--- config.mk ---
export PLATFORM = sky130hd
export DESIGN_NAME = mprb_seq
export DESIGN_NICKNAME = d
export VERILOG_FILES = /design/src/common/mprb_pkg.sv /design/src/rtl/mprb_sync.sv /design/src/rtl/mprb_timer.sv /design/src/rtl/mprb_seq.sv
export SDC_FILE = /design/constraint.sdc
export NUM_CORES = 1
export LEC_CHECK = 0
export BUFFER_PORTS_ARGS = -buffer_cell sky130_fd_sc_hd__buf_2
export CAP_MARGIN = 20
export CORE_MARGIN = 3
export CORE_UTILIZATION = 61
export CTS_CLUSTER_SIZE = 12
export DETAILED_ROUTE_END_ITERATION = 10
export GPL_TIMING_DRIVEN = 0
export PLACE_DENSITY = 0.8
export REMOVE_ABC_BUFFERS = 1
export SLEW_MARGIN = 10
export SYNTH_ARGS = -nofsm -noshare
export SYNTH_HDL_FRONTEND = slang
export SYNTH_SLANG_ARGS = --single-unit
--- constraint.sdc ---
create_clock -name i_clk -period 3.2 [get_ports i_clk]
set_input_delay 0.16 -clock i_clk [delete_from_list [all_inputs] [get_ports i_clk]]
set_output_delay 0.16 -clock i_clk [all_outputs]
set_load 0.05 [all_outputs]
--- src/common/mprb_pkg.sv ---
// Package with timing, boot-code and carrier types for the power/reset sequencer
package mprb_pkg;

	// ************************************************************
	// Clock and timing
	// ************************************************************
	localparam int unsigned CLK_HZ = 250000000;
	localparam int unsigned CARRIER_RAMP_MS = 100;
	localparam int unsigned CARRIER_RAMP_FLOOR_MS = 10;
	localparam int unsigned RESET_STRETCH_MS = 1;
	localparam int unsigned TIMER_W = 25;
	// Least times convert to whole cycles with no rounding up
	localparam int unsigned CARRIER_RAMP_CYC =
		(CARRIER_RAMP_MS * (CLK_HZ / 1000) + 0) ;
	localparam int unsigned CARRIER_RAMP_FLOOR_CYC =
		CARRIER_RAMP_FLOOR_MS * (CLK_HZ / 1000);
	localparam int unsigned RESET_STRETCH_CYC =
		RESET_STRETCH_MS * (CLK_HZ / 1000);

	// ************************************************************
	// Pin synchroniser depth and reset values
	// ************************************************************
	localparam int unsigned SYNC_STAGES = 3;
	localparam logic [2:0] STRAP_RESET = 3'h7;
	localparam logic [2:0] BOOT_CODE_RESET = 3'h6;

	// ************************************************************
	// Boot source codes, strap 2 is the most significant bit
	// ************************************************************
	typedef enum logic [2:0] {
		BOOT_HOST_SATA = 3'h0,
		BOOT_HOST_SD = 3'h1,
		BOOT_HOST_ESPI = 3'h2,
		BOOT_HOST_SPI = 3'h3,
		BOOT_MOD_USB = 3'h4,
		BOOT_NETWORK = 3'h5,
		BOOT_MOD_EMMC = 3'h6,
		BOOT_MOD_SPI = 3'h7
	} mprb_boot_src_t;

	// Decoded boot selection handed to the first-stage loader
	typedef struct packed {
		mprb_boot_src_t source;
		logic first_stage_sd;
		logic spi_requested;
		logic valid;
	} mprb_boot_info_t;

	// Power and reset outputs that face the carrier and the module
	typedef struct packed {
		logic power_management_chip_en;
		logic host_board_power_enable;
		logic reset_out_n;
		logic internal_reset;
	} mprb_power_ctl_t;

endpackage

--- src/rtl/mprb_sync.sv ---
// Three-stage pin synchroniser that accepts a change once stages two and three agree
module mprb_sync
#(
	parameter int unsigned WIDTH = 1,
	parameter logic [WIDTH-1:0] RESET_VAL = '0
)
(
	input wire logic i_clk,
	input wire logic i_srst,
	input wire logic [WIDTH-1:0] i_async,
	output logic [WIDTH-1:0] o_sync
);

	genvar g;
	generate
		for (g = 0; g < WIDTH; g++)
		begin : bit_sync
			logic ff1;
			logic ff2;
			logic ff3;

			// The first stage feeds only the second stage
			always_ff @(posedge i_clk)
			begin
				if (i_srst)
				begin
					ff1 <= RESET_VAL[g];
					ff2 <= RESET_VAL[g];
					ff3 <= RESET_VAL[g];
				end
				else
				begin
					ff1 <= i_async[g];
					ff2 <= ff1;
					ff3 <= ff2;
				end
			end

			always_ff @(posedge i_clk)
			begin
				if (i_srst)
					o_sync[g] <= RESET_VAL[g];
				else if (ff2 == ff3)
					o_sync[g] <= ff3;
			end
		end
	endgenerate

endmodule

--- src/rtl/mprb_timer.sv ---
// Saturating interval counter on the free-running module clock
module mprb_timer
(
	input wire logic i_clk,
	input wire logic i_srst,
	input wire logic i_clear,
	input wire logic [mprb_pkg::TIMER_W-1:0] i_limit,
	output logic o_expired
);

	logic [mprb_pkg::TIMER_W-1:0] count;

	// Saturates at the limit so a long stay never wraps to a false short count
	always_ff @(posedge i_clk)
	begin
		if (i_srst || i_clear)
			count <= '0;
		else if (count < i_limit)
			count <= count + 1'b1;
	end

	// Expiry reads the count only; the clear depends on the next state,
	// which depends on expiry, so gating it here would close a comb loop
	assign o_expired = (count >= i_limit);

endmodule

--- src/rtl/mprb_seq.sv ---
// Power-up, reset-stretch and boot-strap sequencer of the computing module
//
// Operation
// - Power chip enabled only while supply good
// - Carrier power enable after module supplies up
// - Reset output held 100ms after carrier enable
// - Reset request holds both resets asserted
// - Resets stay 1ms after request released
// - Straps weakly pulled up, decoded in logic
// - Strap code maps to eight boot sources
// - SPI boot sources are decoded and flagged on o_spi_requested
// - Alternate strap open boots eMMC first
// - Alternate strap grounded boots SD first
module mprb_seq
#(
	parameter int unsigned CARRIER_RAMP_CYC = mprb_pkg::CARRIER_RAMP_CYC,
	parameter int unsigned RESET_STRETCH_CYC = mprb_pkg::RESET_STRETCH_CYC
)
(
	input wire logic i_clk,
	input wire logic i_srst,
	input wire logic i_input_supply_ok_n,
	input wire logic i_module_supplies_up,
	input wire logic i_reset_req_n,
	input wire logic [2:0] i_boot_strap_n,
	input wire logic i_alt_boot_n,
	output logic o_pin_pullup_en,
	output logic o_power_management_chip_en,
	output logic o_host_board_power_enable,
	output logic o_reset_out_n,
	output logic o_internal_reset,
	output logic [2:0] o_boot_code,
	output mprb_pkg::mprb_boot_src_t o_boot_source,
	output logic o_first_stage_sd,
	output logic o_spi_requested,
	output logic o_boot_valid
);

	// ************************************************************
	// State encoding
	// ************************************************************
	typedef enum logic [5:0] {
		ST_OFF = 6'h01,
		ST_CHIP_RAMP = 6'h02,
		ST_CARRIER_RAMP = 6'h04,
		ST_RUN = 6'h08,
		ST_RESET_HOLD = 6'h10,
		ST_RESET_STRETCH = 6'h20
	} mprb_state_t;

	// ************************************************************
	// Decoding helpers
	// ************************************************************
	function automatic mprb_pkg::mprb_boot_src_t decode_src(
		input logic [2:0] code
	);
		decode_src = mprb_pkg::mprb_boot_src_t'(code);
	endfunction

	function automatic logic is_spi(input mprb_pkg::mprb_boot_src_t src);
		is_spi = (src == mprb_pkg::BOOT_HOST_SPI) ||
			(src == mprb_pkg::BOOT_HOST_ESPI) ||
			(src == mprb_pkg::BOOT_MOD_SPI);
	endfunction

	// ************************************************************
	// Pin synchronisers
	// ************************************************************
	logic supply_ok_n_s;
	logic supplies_up_s;
	logic reset_req_n_s;
	logic [2:0] strap_n_s;
	logic alt_boot_n_s;

	// All carrier pins arrive asynchronously
	mprb_sync #(
		.WIDTH(7),
		.RESET_VAL(7'h7f)
	) u_pin_sync (
		.i_clk(i_clk),
		.i_srst(i_srst),
		.i_async({i_input_supply_ok_n, i_reset_req_n, i_boot_strap_n,
			i_alt_boot_n, i_module_supplies_up}),
		.o_sync({supply_ok_n_s, reset_req_n_s, strap_n_s, alt_boot_n_s,
			supplies_up_s})
	);

	// Held up-pulled supply input reads as good; low means power bad
	logic supply_good;
	assign supply_good = supply_ok_n_s;

	// ************************************************************
	// Interval timer
	// ************************************************************
	mprb_state_t state;
	mprb_state_t next_state;
	logic timer_clear;
	logic timer_expired;
	logic [mprb_pkg::TIMER_W-1:0] timer_limit;

	// Timer restarts on every state change, so each wait is measured alone
	assign timer_clear = (next_state != state);
	assign timer_limit = (state == ST_RESET_STRETCH) ?
		mprb_pkg::TIMER_W'(RESET_STRETCH_CYC) :
		mprb_pkg::TIMER_W'(CARRIER_RAMP_CYC);

	mprb_timer u_timer (
		.i_clk(i_clk),
		.i_srst(i_srst),
		.i_clear(timer_clear),
		.i_limit(timer_limit),
		.o_expired(timer_expired)
	);

	// ************************************************************
	// Sequencing
	// ************************************************************
	always_comb
	begin
		next_state = state;
		case (state)
			ST_OFF:
				if (supply_good)
					next_state = ST_CHIP_RAMP;
			ST_CHIP_RAMP:
				if (supplies_up_s)
					next_state = ST_CARRIER_RAMP;
			ST_CARRIER_RAMP:
				if (timer_expired)
					next_state = ST_RUN;
			ST_RUN:
				if (!reset_req_n_s)
					next_state = ST_RESET_HOLD;
			ST_RESET_HOLD:
				if (reset_req_n_s)
					next_state = ST_RESET_STRETCH;
			ST_RESET_STRETCH:
				if (!reset_req_n_s)
					next_state = ST_RESET_HOLD;
				else if (timer_expired)
					next_state = ST_RUN;
			default:
				next_state = ST_OFF;
		endcase
		// Power bad drops everything at once; a lost module rail falls back to ST_CHIP_RAMP
		if (!supply_good)
			next_state = ST_OFF;
		else if (!supplies_up_s && (state != ST_OFF) &&
			(state != ST_CHIP_RAMP))
			next_state = ST_CHIP_RAMP;
	end

	always_ff @(posedge i_clk)
	begin
		if (i_srst)
			state <= ST_OFF;
		else
			state <= next_state;
	end

	// ************************************************************
	// Power and reset outputs
	// ************************************************************
	mprb_pkg::mprb_power_ctl_t next_ctl;
	mprb_pkg::mprb_power_ctl_t ctl;

	always_comb
	begin
		next_ctl.power_management_chip_en = (next_state != ST_OFF);
		next_ctl.host_board_power_enable = (next_state == ST_CARRIER_RAMP) ||
			(next_state == ST_RUN) || (next_state == ST_RESET_HOLD) ||
			(next_state == ST_RESET_STRETCH);
		next_ctl.reset_out_n = (next_state == ST_RUN);
		next_ctl.internal_reset = (next_state != ST_RUN);
	end

	always_ff @(posedge i_clk)
	begin
		if (i_srst)
		begin
			ctl.power_management_chip_en <= 1'b0;
			ctl.host_board_power_enable <= 1'b0;
			ctl.reset_out_n <= 1'b0;
			ctl.internal_reset <= 1'b1;
		end
		else
			ctl <= next_ctl;
	end

	assign o_power_management_chip_en = ctl.power_management_chip_en;
	assign o_host_board_power_enable = ctl.host_board_power_enable;
	assign o_reset_out_n = ctl.reset_out_n;
	assign o_internal_reset = ctl.internal_reset;

	// Weak pull-ups on straps and reset request are always on
	assign o_pin_pullup_en = 1'b1;

	// ************************************************************
	// Boot strap capture
	// ************************************************************
	logic release_now;
	mprb_pkg::mprb_boot_info_t boot;
	logic [2:0] boot_code;

	// Latch only at the edge where the resets let go, so a strap moved
	// while running cannot change the boot source mid-boot
	assign release_now = (next_state == ST_RUN) && (state != ST_RUN);

	always_ff @(posedge i_clk)
	begin
		if (i_srst)
		begin
			boot_code <= mprb_pkg::BOOT_CODE_RESET;
			boot.source <= decode_src(mprb_pkg::BOOT_CODE_RESET);
			boot.first_stage_sd <= 1'b0;
			boot.spi_requested <= 1'b0;
			boot.valid <= 1'b0;
		end
		else if (release_now)
		begin
			// Grounded reads as 0, floating as 1
			boot_code <= strap_n_s;
			boot.source <= decode_src(strap_n_s);
			boot.first_stage_sd <= !alt_boot_n_s;
			boot.spi_requested <= is_spi(decode_src(strap_n_s));
			boot.valid <= 1'b1;
		end
		else if (next_state != ST_RUN)
			boot.valid <= 1'b0;
	end

	assign o_boot_code = boot_code;
	assign o_boot_source = boot.source;
	assign o_first_stage_sd = boot.first_stage_sd;
	assign o_spi_requested = boot.spi_requested;
	assign o_boot_valid = boot.valid;

endmodule

== Word-level counts from Yosys, hierarchy flattened ==
Cells that the tools add are included.

* $add $sub $neg: 1
* Magnitude comparators: 2
* Eq/ne operators: 26
* Multiplexer cells: 11
* Reductions and logical operators: 12

{| class="wikitable"
|+ Operators with widths
! operator !! number
|-
| $mux W6 || 7
|-
| $pmux W6 S6 || 1
|-
| $add A25 B1 Y25 const B || 1
|-
| $ge A25 B25 Y1 || 1
|-
| $lt A25 B25 Y1 || 1
|-
| $mux W25 || 1
|-
| $eq A6 B3 Y1 const B || 2
|-
| $eq A6 B4 Y1 const B || 2
|-
| $eq A6 B5 Y1 const B || 2
|-
| $eq A6 B6 Y1 const B || 2
|-
| $ne A6 B1 Y1 const B || 2
|-
| $ne A6 B4 Y1 const B || 2
|-
| $eq A1 B1 Y1 || 7
|-
| $eq A3 B2 Y1 const B || 2
|-
| $eq A6 B1 Y1 const B || 1
|-
| $eq A6 B2 Y1 const B || 1
|-
| $logic_or A1 B1 Y1 || 6
|-
| $ne A6 B2 Y1 const B || 1
|-
| $ne A6 B6 Y1 || 1
|-
| $eq A3 B3 Y1 const B || 1
|-
| $logic_and A1 B1 Y1 || 3
|-
| $logic_not A1 Y1 || 2
|-
| $mux W1 || 2
|-
| $reduce_bool A2 Y1 || 1
|}

* Register bits after elaboration: 69
* Input bits: 9
* Output and inout bits: 14
* Word-level logic and storage cells: 90

== Logic depth before layout (Yosys ltp) ==
* Word-level depth: 12
* Mapped depth: 14

== Hierarchy ==
A second synthesis with hierarchy kept.

* Cells, all modules: 419
* Area total of the unflattened synthesis: 3607.2 sq um

{| class="wikitable"
|+ Modules (own cells, without submodules)
! module !! times used !! cells each !! area each (sq um) !! sequential area each (sq um)
|-
| mprb_timer || 1 || 234 || 1853.0 || 500.5
|-
| mprb_seq || 1 || 113 || 925.9 || 320.3
|-
| mprb_sync || 1 || 72 || 828.3 || 560.5
|}

== Least setup slack after synthesis ==
OpenSTA, ideal clock, no wires.

* Kind: flip-flop to flip-flop
* Start point: reg state[0]
* End point: reg u_timer.count[8] (netlist bit)
* Library setup time: 0.081 ns
* Arrival time: 2.714 ns
* Required time: 3.119 ns
* Setup slack: 0.405 ns
* Stages on the path, launching flop included: 14
* Path buffers: 2
* Clock period less this slack: 2.795 ns
* Cell sequence: dfxtp_1 buf_6 nor3_4 nand2_2 inv_1 ha_1 nand3b_1 or4_4 nand2_1 a221oi_4 o21ai_2 buf_6 or4_1 a211oi_2

* Word-level cells in the longest chain between the ends: 10
* Elaborated cells between the ends (all ways): 23

{| class="wikitable"
|+ RTL lines
! element !! line !! text
|-
| start, declared || mprb_seq.sv:95 || <nowiki>mprb_state_t state;</nowiki>
|-
| start signal, assigned || mprb_seq.sv:158 || <nowiki>state <= next_state;</nowiki>
|-
| $eq A6 B6 Y1 || mprb_seq.sv:103, mprb_seq.sv:121 ||
|-
| $mux W25 || mprb_seq.sv:103 || <nowiki>assign timer_limit = (state == ST_RESET_STRETCH) ?</nowiki>
|-
| $ge A25 B25 Y1 || mprb_timer.sv:24 || <nowiki>assign o_expired = (count >= i_limit);</nowiki>
|-
| $mux W6 || mprb_seq.sv:129, mprb_seq.sv:140 ||
|-
| $mux W6 || mprb_seq.sv:138 || <nowiki>if (!reset_req_n_s)</nowiki>
|-
| $pmux W6 S6 || mprb_seq.sv:121 || <nowiki>case (state)</nowiki>
|-
| $mux W6 || mprb_seq.sv:148 || <nowiki>else if (!supplies_up_s && (state != ST_OFF) &&</nowiki>
|-
| $mux W6 || mprb_seq.sv:146 || <nowiki>if (!supply_good)</nowiki>
|-
| $ne A6 B6 Y1 || mprb_seq.sv:102 || <nowiki>assign timer_clear = (next_state != state);</nowiki>
|-
| $logic_or A1 B1 Y1 || mprb_timer.sv:16 || <nowiki>if (i_srst || i_clear)</nowiki>
|-
| end signal, assigned || mprb_timer.sv:19 || <nowiki>count <= count + 1'b1;</nowiki>
|-
| end, declared || mprb_timer.sv:11 || <nowiki>logic [mprb_pkg::TIMER_W-1:0] count;</nowiki>
|}

Parallel ways exist; a longest one is shown, timed or not.
A chain may end at the register's enable or synchronous reset.

== Worst setup path after layout ==
* Start point: reg state[5]
* End point: reg boot (netlist bit o_first_stage_sd)

* Word-level cells in the longest chain between the ends: 10
* Elaborated cells between the ends (all ways): 23

{| class="wikitable"
|+ RTL lines
! element !! line !! text
|-
| $eq A6 B6 Y1 || mprb_seq.sv:103, mprb_seq.sv:121 ||
|-
| $mux W25 || mprb_seq.sv:103 ||
|-
| $ge A25 B25 Y1 || mprb_timer.sv:24 ||
|-
| $mux W6 || mprb_seq.sv:129, mprb_seq.sv:140 ||
|-
| $mux W6 || mprb_seq.sv:138 ||
|-
| $pmux W6 S6 || mprb_seq.sv:121 ||
|-
| $mux W6 || mprb_seq.sv:148 ||
|-
| $mux W6 || mprb_seq.sv:146 ||
|-
| $eq A6 B4 Y1 || mprb_seq.sv:207 || <nowiki>assign release_now = (next_state == ST_RUN) && (state != ST_RUN);</nowiki>
|-
| $logic_and A1 B1 Y1 * || mprb_seq.sv:207 ||
|-
| end, declared || mprb_seq.sv:202 || <nowiki>mprb_pkg::mprb_boot_info_t boot;</nowiki>
|}

Every way passes the cells marked *; elsewhere a longest branch is shown, timed or not.

==> impl_metrics.ini <==
[power_and_ir_drop]
peakVddDrop_v = 0.000317
powerDensity_nw_per_um2 = 396
clkPwrFrac_pct = 38.7
power.total_uw = 1660
pwr-share-comb_pct = 7.3
p_switching_uw = 448
p_leak_uw = 0.00142
seq_power_share_pct = 54.0
p_int_uw = 1210
netSwitchingFraction_pct = 27.0

[die]
die-area_um2 = 7020
ioPinCount = 23
die_h_um = 83.8
dieWidth_um = 83.8
initial_core_util_pct = 65.1
fp-row-count = 27
coreArea_um2 = 5680

[placed_design]
dpl.hpwl_um = 5080
io_buffers = 21
place.gp.congestion = 0.838
placed_cell_area_um2 = 3720

[critical_path]
critPathMaxStageDelay_ps = 510
arrival_ps = 3300
cp_slowest_cell = o32a_2
critPathTopFamily = compound AO/OA/AOI/OAI gates
crit_required_ps = 3430
crit_start = state[5]$_SDFF_PP0_
criticalPathCategory = reg2reg
timing.rr.end = o_first_stage_sd$_SDFFE_PP0P_
end_kind = flip-flop
rrSetupSlack_ps = 130
crit_path_start_kind = flip-flop
crit_chain = nor3b_4 -> nand2_2 -> ha_1 -> o21ai_0 -> o211a_1 -> o32a_2 -> o21ai_4 -> o21a_2 -> mux2_1
reg2reg_depth = 9
crit_fanout = 11
crit_buf_inv = 0
regToRegStartpoint = state[5]$_SDFF_PP0_

[routing]
ant_nets = 0
num_vias = 3156
drtIter0Drc = 202
drc = 0
routed_wl_um = 8220
dr.pass1.iters = 5
drt-wirelength-per-cell_um = 16.2
avgViaCountPerCell = 6.21

[grt]
grt_pass1_wl_um = 13800
grt_use_total_pct = 24.0
antenna_found_initial = 0
grt_pass1_vias = 2926
grt_remaining_overflow = 0
grt_max_degree = 45

[timing]
slew_headroom_pct = 59.0
rsz0062_at_grt = no
slew_viol_final = 0
fmax_mhz = 326
fin_crit_ps = 3070
fin_crit_sh_pct = 96.0
worstMarginPinSlew_ps = 616
fin_skew_ps = 8.90
setup_viol = 0
tns_ps = 0
hold_viol = 0

[cts]
clk_pin_slew_ps = 80
clk-insertion-delay-late_ps = 350
cts_buffers = 9
cts-htree-levels = 3
cts_tree = yes
cts_buffer_depth = 2
cts_sinks = 69
cts-root-buf = clkbuf_8

[min_path]
hold-path-cell-count = 2
worstHoldStart = i_reset_req_n
min_to = u_pin_sync.bit_sync[5].ff1$_SDFF_PP1_
hold_path.class = in2reg

[synth]
yosysSeqAreaShare_pct = 37.4
synth_edf_count = 0
synth_ff_type = dfxtp_1
yosysTopAreaCell = dfxtp_1
synth_most_common_cell = dfxtp_1
yosysTopAreaCellShare_pct = 37.4
synth_async_sr_flop_share_pct = 0
synth_seq_cells = 69
syn-cell-area_um2 = 3690
yosys_warnings = 0
ys_top_cells_by_count = dfxtp_1 (69), nor2_1 (30), or2_2 (24), a211oi_2 (17), nand2_1 (17)
syn_inst = 407
synth.distinct_cells = 65
yosys-top-cells-area = dfxtp_1 (37%), a211oi_2 (5.8%), or2_2 (4.1%)
syn_avg_cell_area_um2 = 9.07

[finish]
final_nets = 448
fillers = 414
drive_above_1_share_pct = 29.4
design_area_um2 = 4190
area_growth_pct = 13.4
diodes = 0

[status]
outcome = finished, final reports clean

[flow_run]
cap_violations = 0
-- repair_timing --
item / CTS / global route
pin swaps: 4 / 4
endpoints found under the hold margin: 6 / 0
resized for setup: 9 / 16
gates cloned: 2 / 1
hold buffers: 6 / 0
buffers inserted: 5 / 8
setup endpoints to repair: 37 / 31
-- power by group through the flow --
| stage | Clock [uW] | Sequential (uW) | Combinational, uW |
|---|---|---|---|
| after floorplan | 0 | 921 | 69.8 |
| after global placement | 0 | 915 | 102 |
| after detailed placement | 0 | 916 | 109 |
| after CTS | 657 | 895 | 119 |
| after global routing | 694 | 898 | 134 |
| final | 642 | 895 | 122 |
-- cell type report --
| cell class | instances | area [um^2] | area share, % |
|---|---|---|---|
| Inverter | 16 | 60.1 | 1.43 |
| Tap cell | 72 | 90.1 | 2.15 |
| Clock inverter | 7 | 51.3 | 1.22 |
| Sequential cell | 69 | 1400 | 33.3 |
| Multi-Input combinational cell | 294 | 2170 | 51.9 |
| Clock buffer | 9 | 124 | 2.96 |
| Timing Repair Buffer | 41 | 294 | 7.02 |
-- registers in the layout, summed over array words and instances, names as in the netlist --
| name | count |
|---|---|
| o_first_stage_sd | 1 |
| u_timer.count | 25 |
| u_pin_sync.bit_sync.ff1 | 7 |
| u_pin_sync.bit_sync.ff2 | 7 |
| state | 6 |
| u_pin_sync.o_sync | 7 |
| o_host_board_power_enable | 1 |
| o_power_management_chip_en | 1 |
| u_pin_sync.bit_sync.ff3 | 7 |
| o_spi_requested | 1 |
| o_internal_reset | 1 |
| o_boot_code | 3 |
| o_boot_valid | 1 |
| o_reset_out_n | 1 |
-- worst max path at each step --
stage	endpoint	slack [ps]	cells after the start
3_5_place_dp	o_host_board_power_enable$_SDFF_PP0_	-940	11
5_1_grt	o_spi_requested$_SDFFE_PP0P_	10	9
3_3_place_gp	u_timer.count[3]$_SDFFE_PP0N_	-970	9
4_1_cts	u_timer.count[20]$_SDFFE_PP0N_	20	12
2_1_floorplan	u_timer.count[1]$_SDFFE_PP0N_	-280	9
6_report	o_first_stage_sd$_SDFFE_PP0P_	130	9
-- metrics by stage --
stage / hold slack (ps) / utilization [%] / std cells / setup WS (ps)
finish: 15.0 / 73.8 / 508 / 129
global route: 13.4 / 73.8 / 508 / 13.2
CTS: 11.1 / 71.5 / 499 / 24.7
detailed placement: 344 / 65.6 / 470 / -936
global placement: 344 / 64.8 / 469 / -970
floorplan: 232 / - / 376 / -281
-- per-layer routing --
layer	part of all wire, %	track usage (%)	wire [um]
met5	0	0	0
met4	1.7	8.77	143
met3	5.0	4.94	415
met2	49	39.1	4060
met1	44	31.2	3600
-- cells in the final DEF (no fill, tap or decap), types with 9 or more instances in the layout --
cell / n
a211oi_2: 18
or3_1: 13
nor2_1: 30
nand2_1: 17
or2_2: 24
nand3_1: 13
o21ai_0: 13
buf_2: 21
nor2b_1: 9
buf_4: 12
clkbuf_8: 9
dfxtp_1: 63
a21oi_1: 15
o31ai_1: 9
inv_1: 14
-- cells by family (layout without fill, tap and decap cells) --
logic type                 Yosys count  after routing  share of synthesized area [%]
and+or+nand+nor                    156            156                           24.1
AOI/OAI and AO/OA                  110            113                           24.3
DFF                                 69             69                           37.4
buffers and inverters               47             73                           7.25
adders and majority gates            9              9                           3.02
muxes                                8              8                           2.24
xor gates and xnor gates             7              7                           1.66
other                                1              1                          0.102
Note: power is estimated with default switching activity, not from simulation.
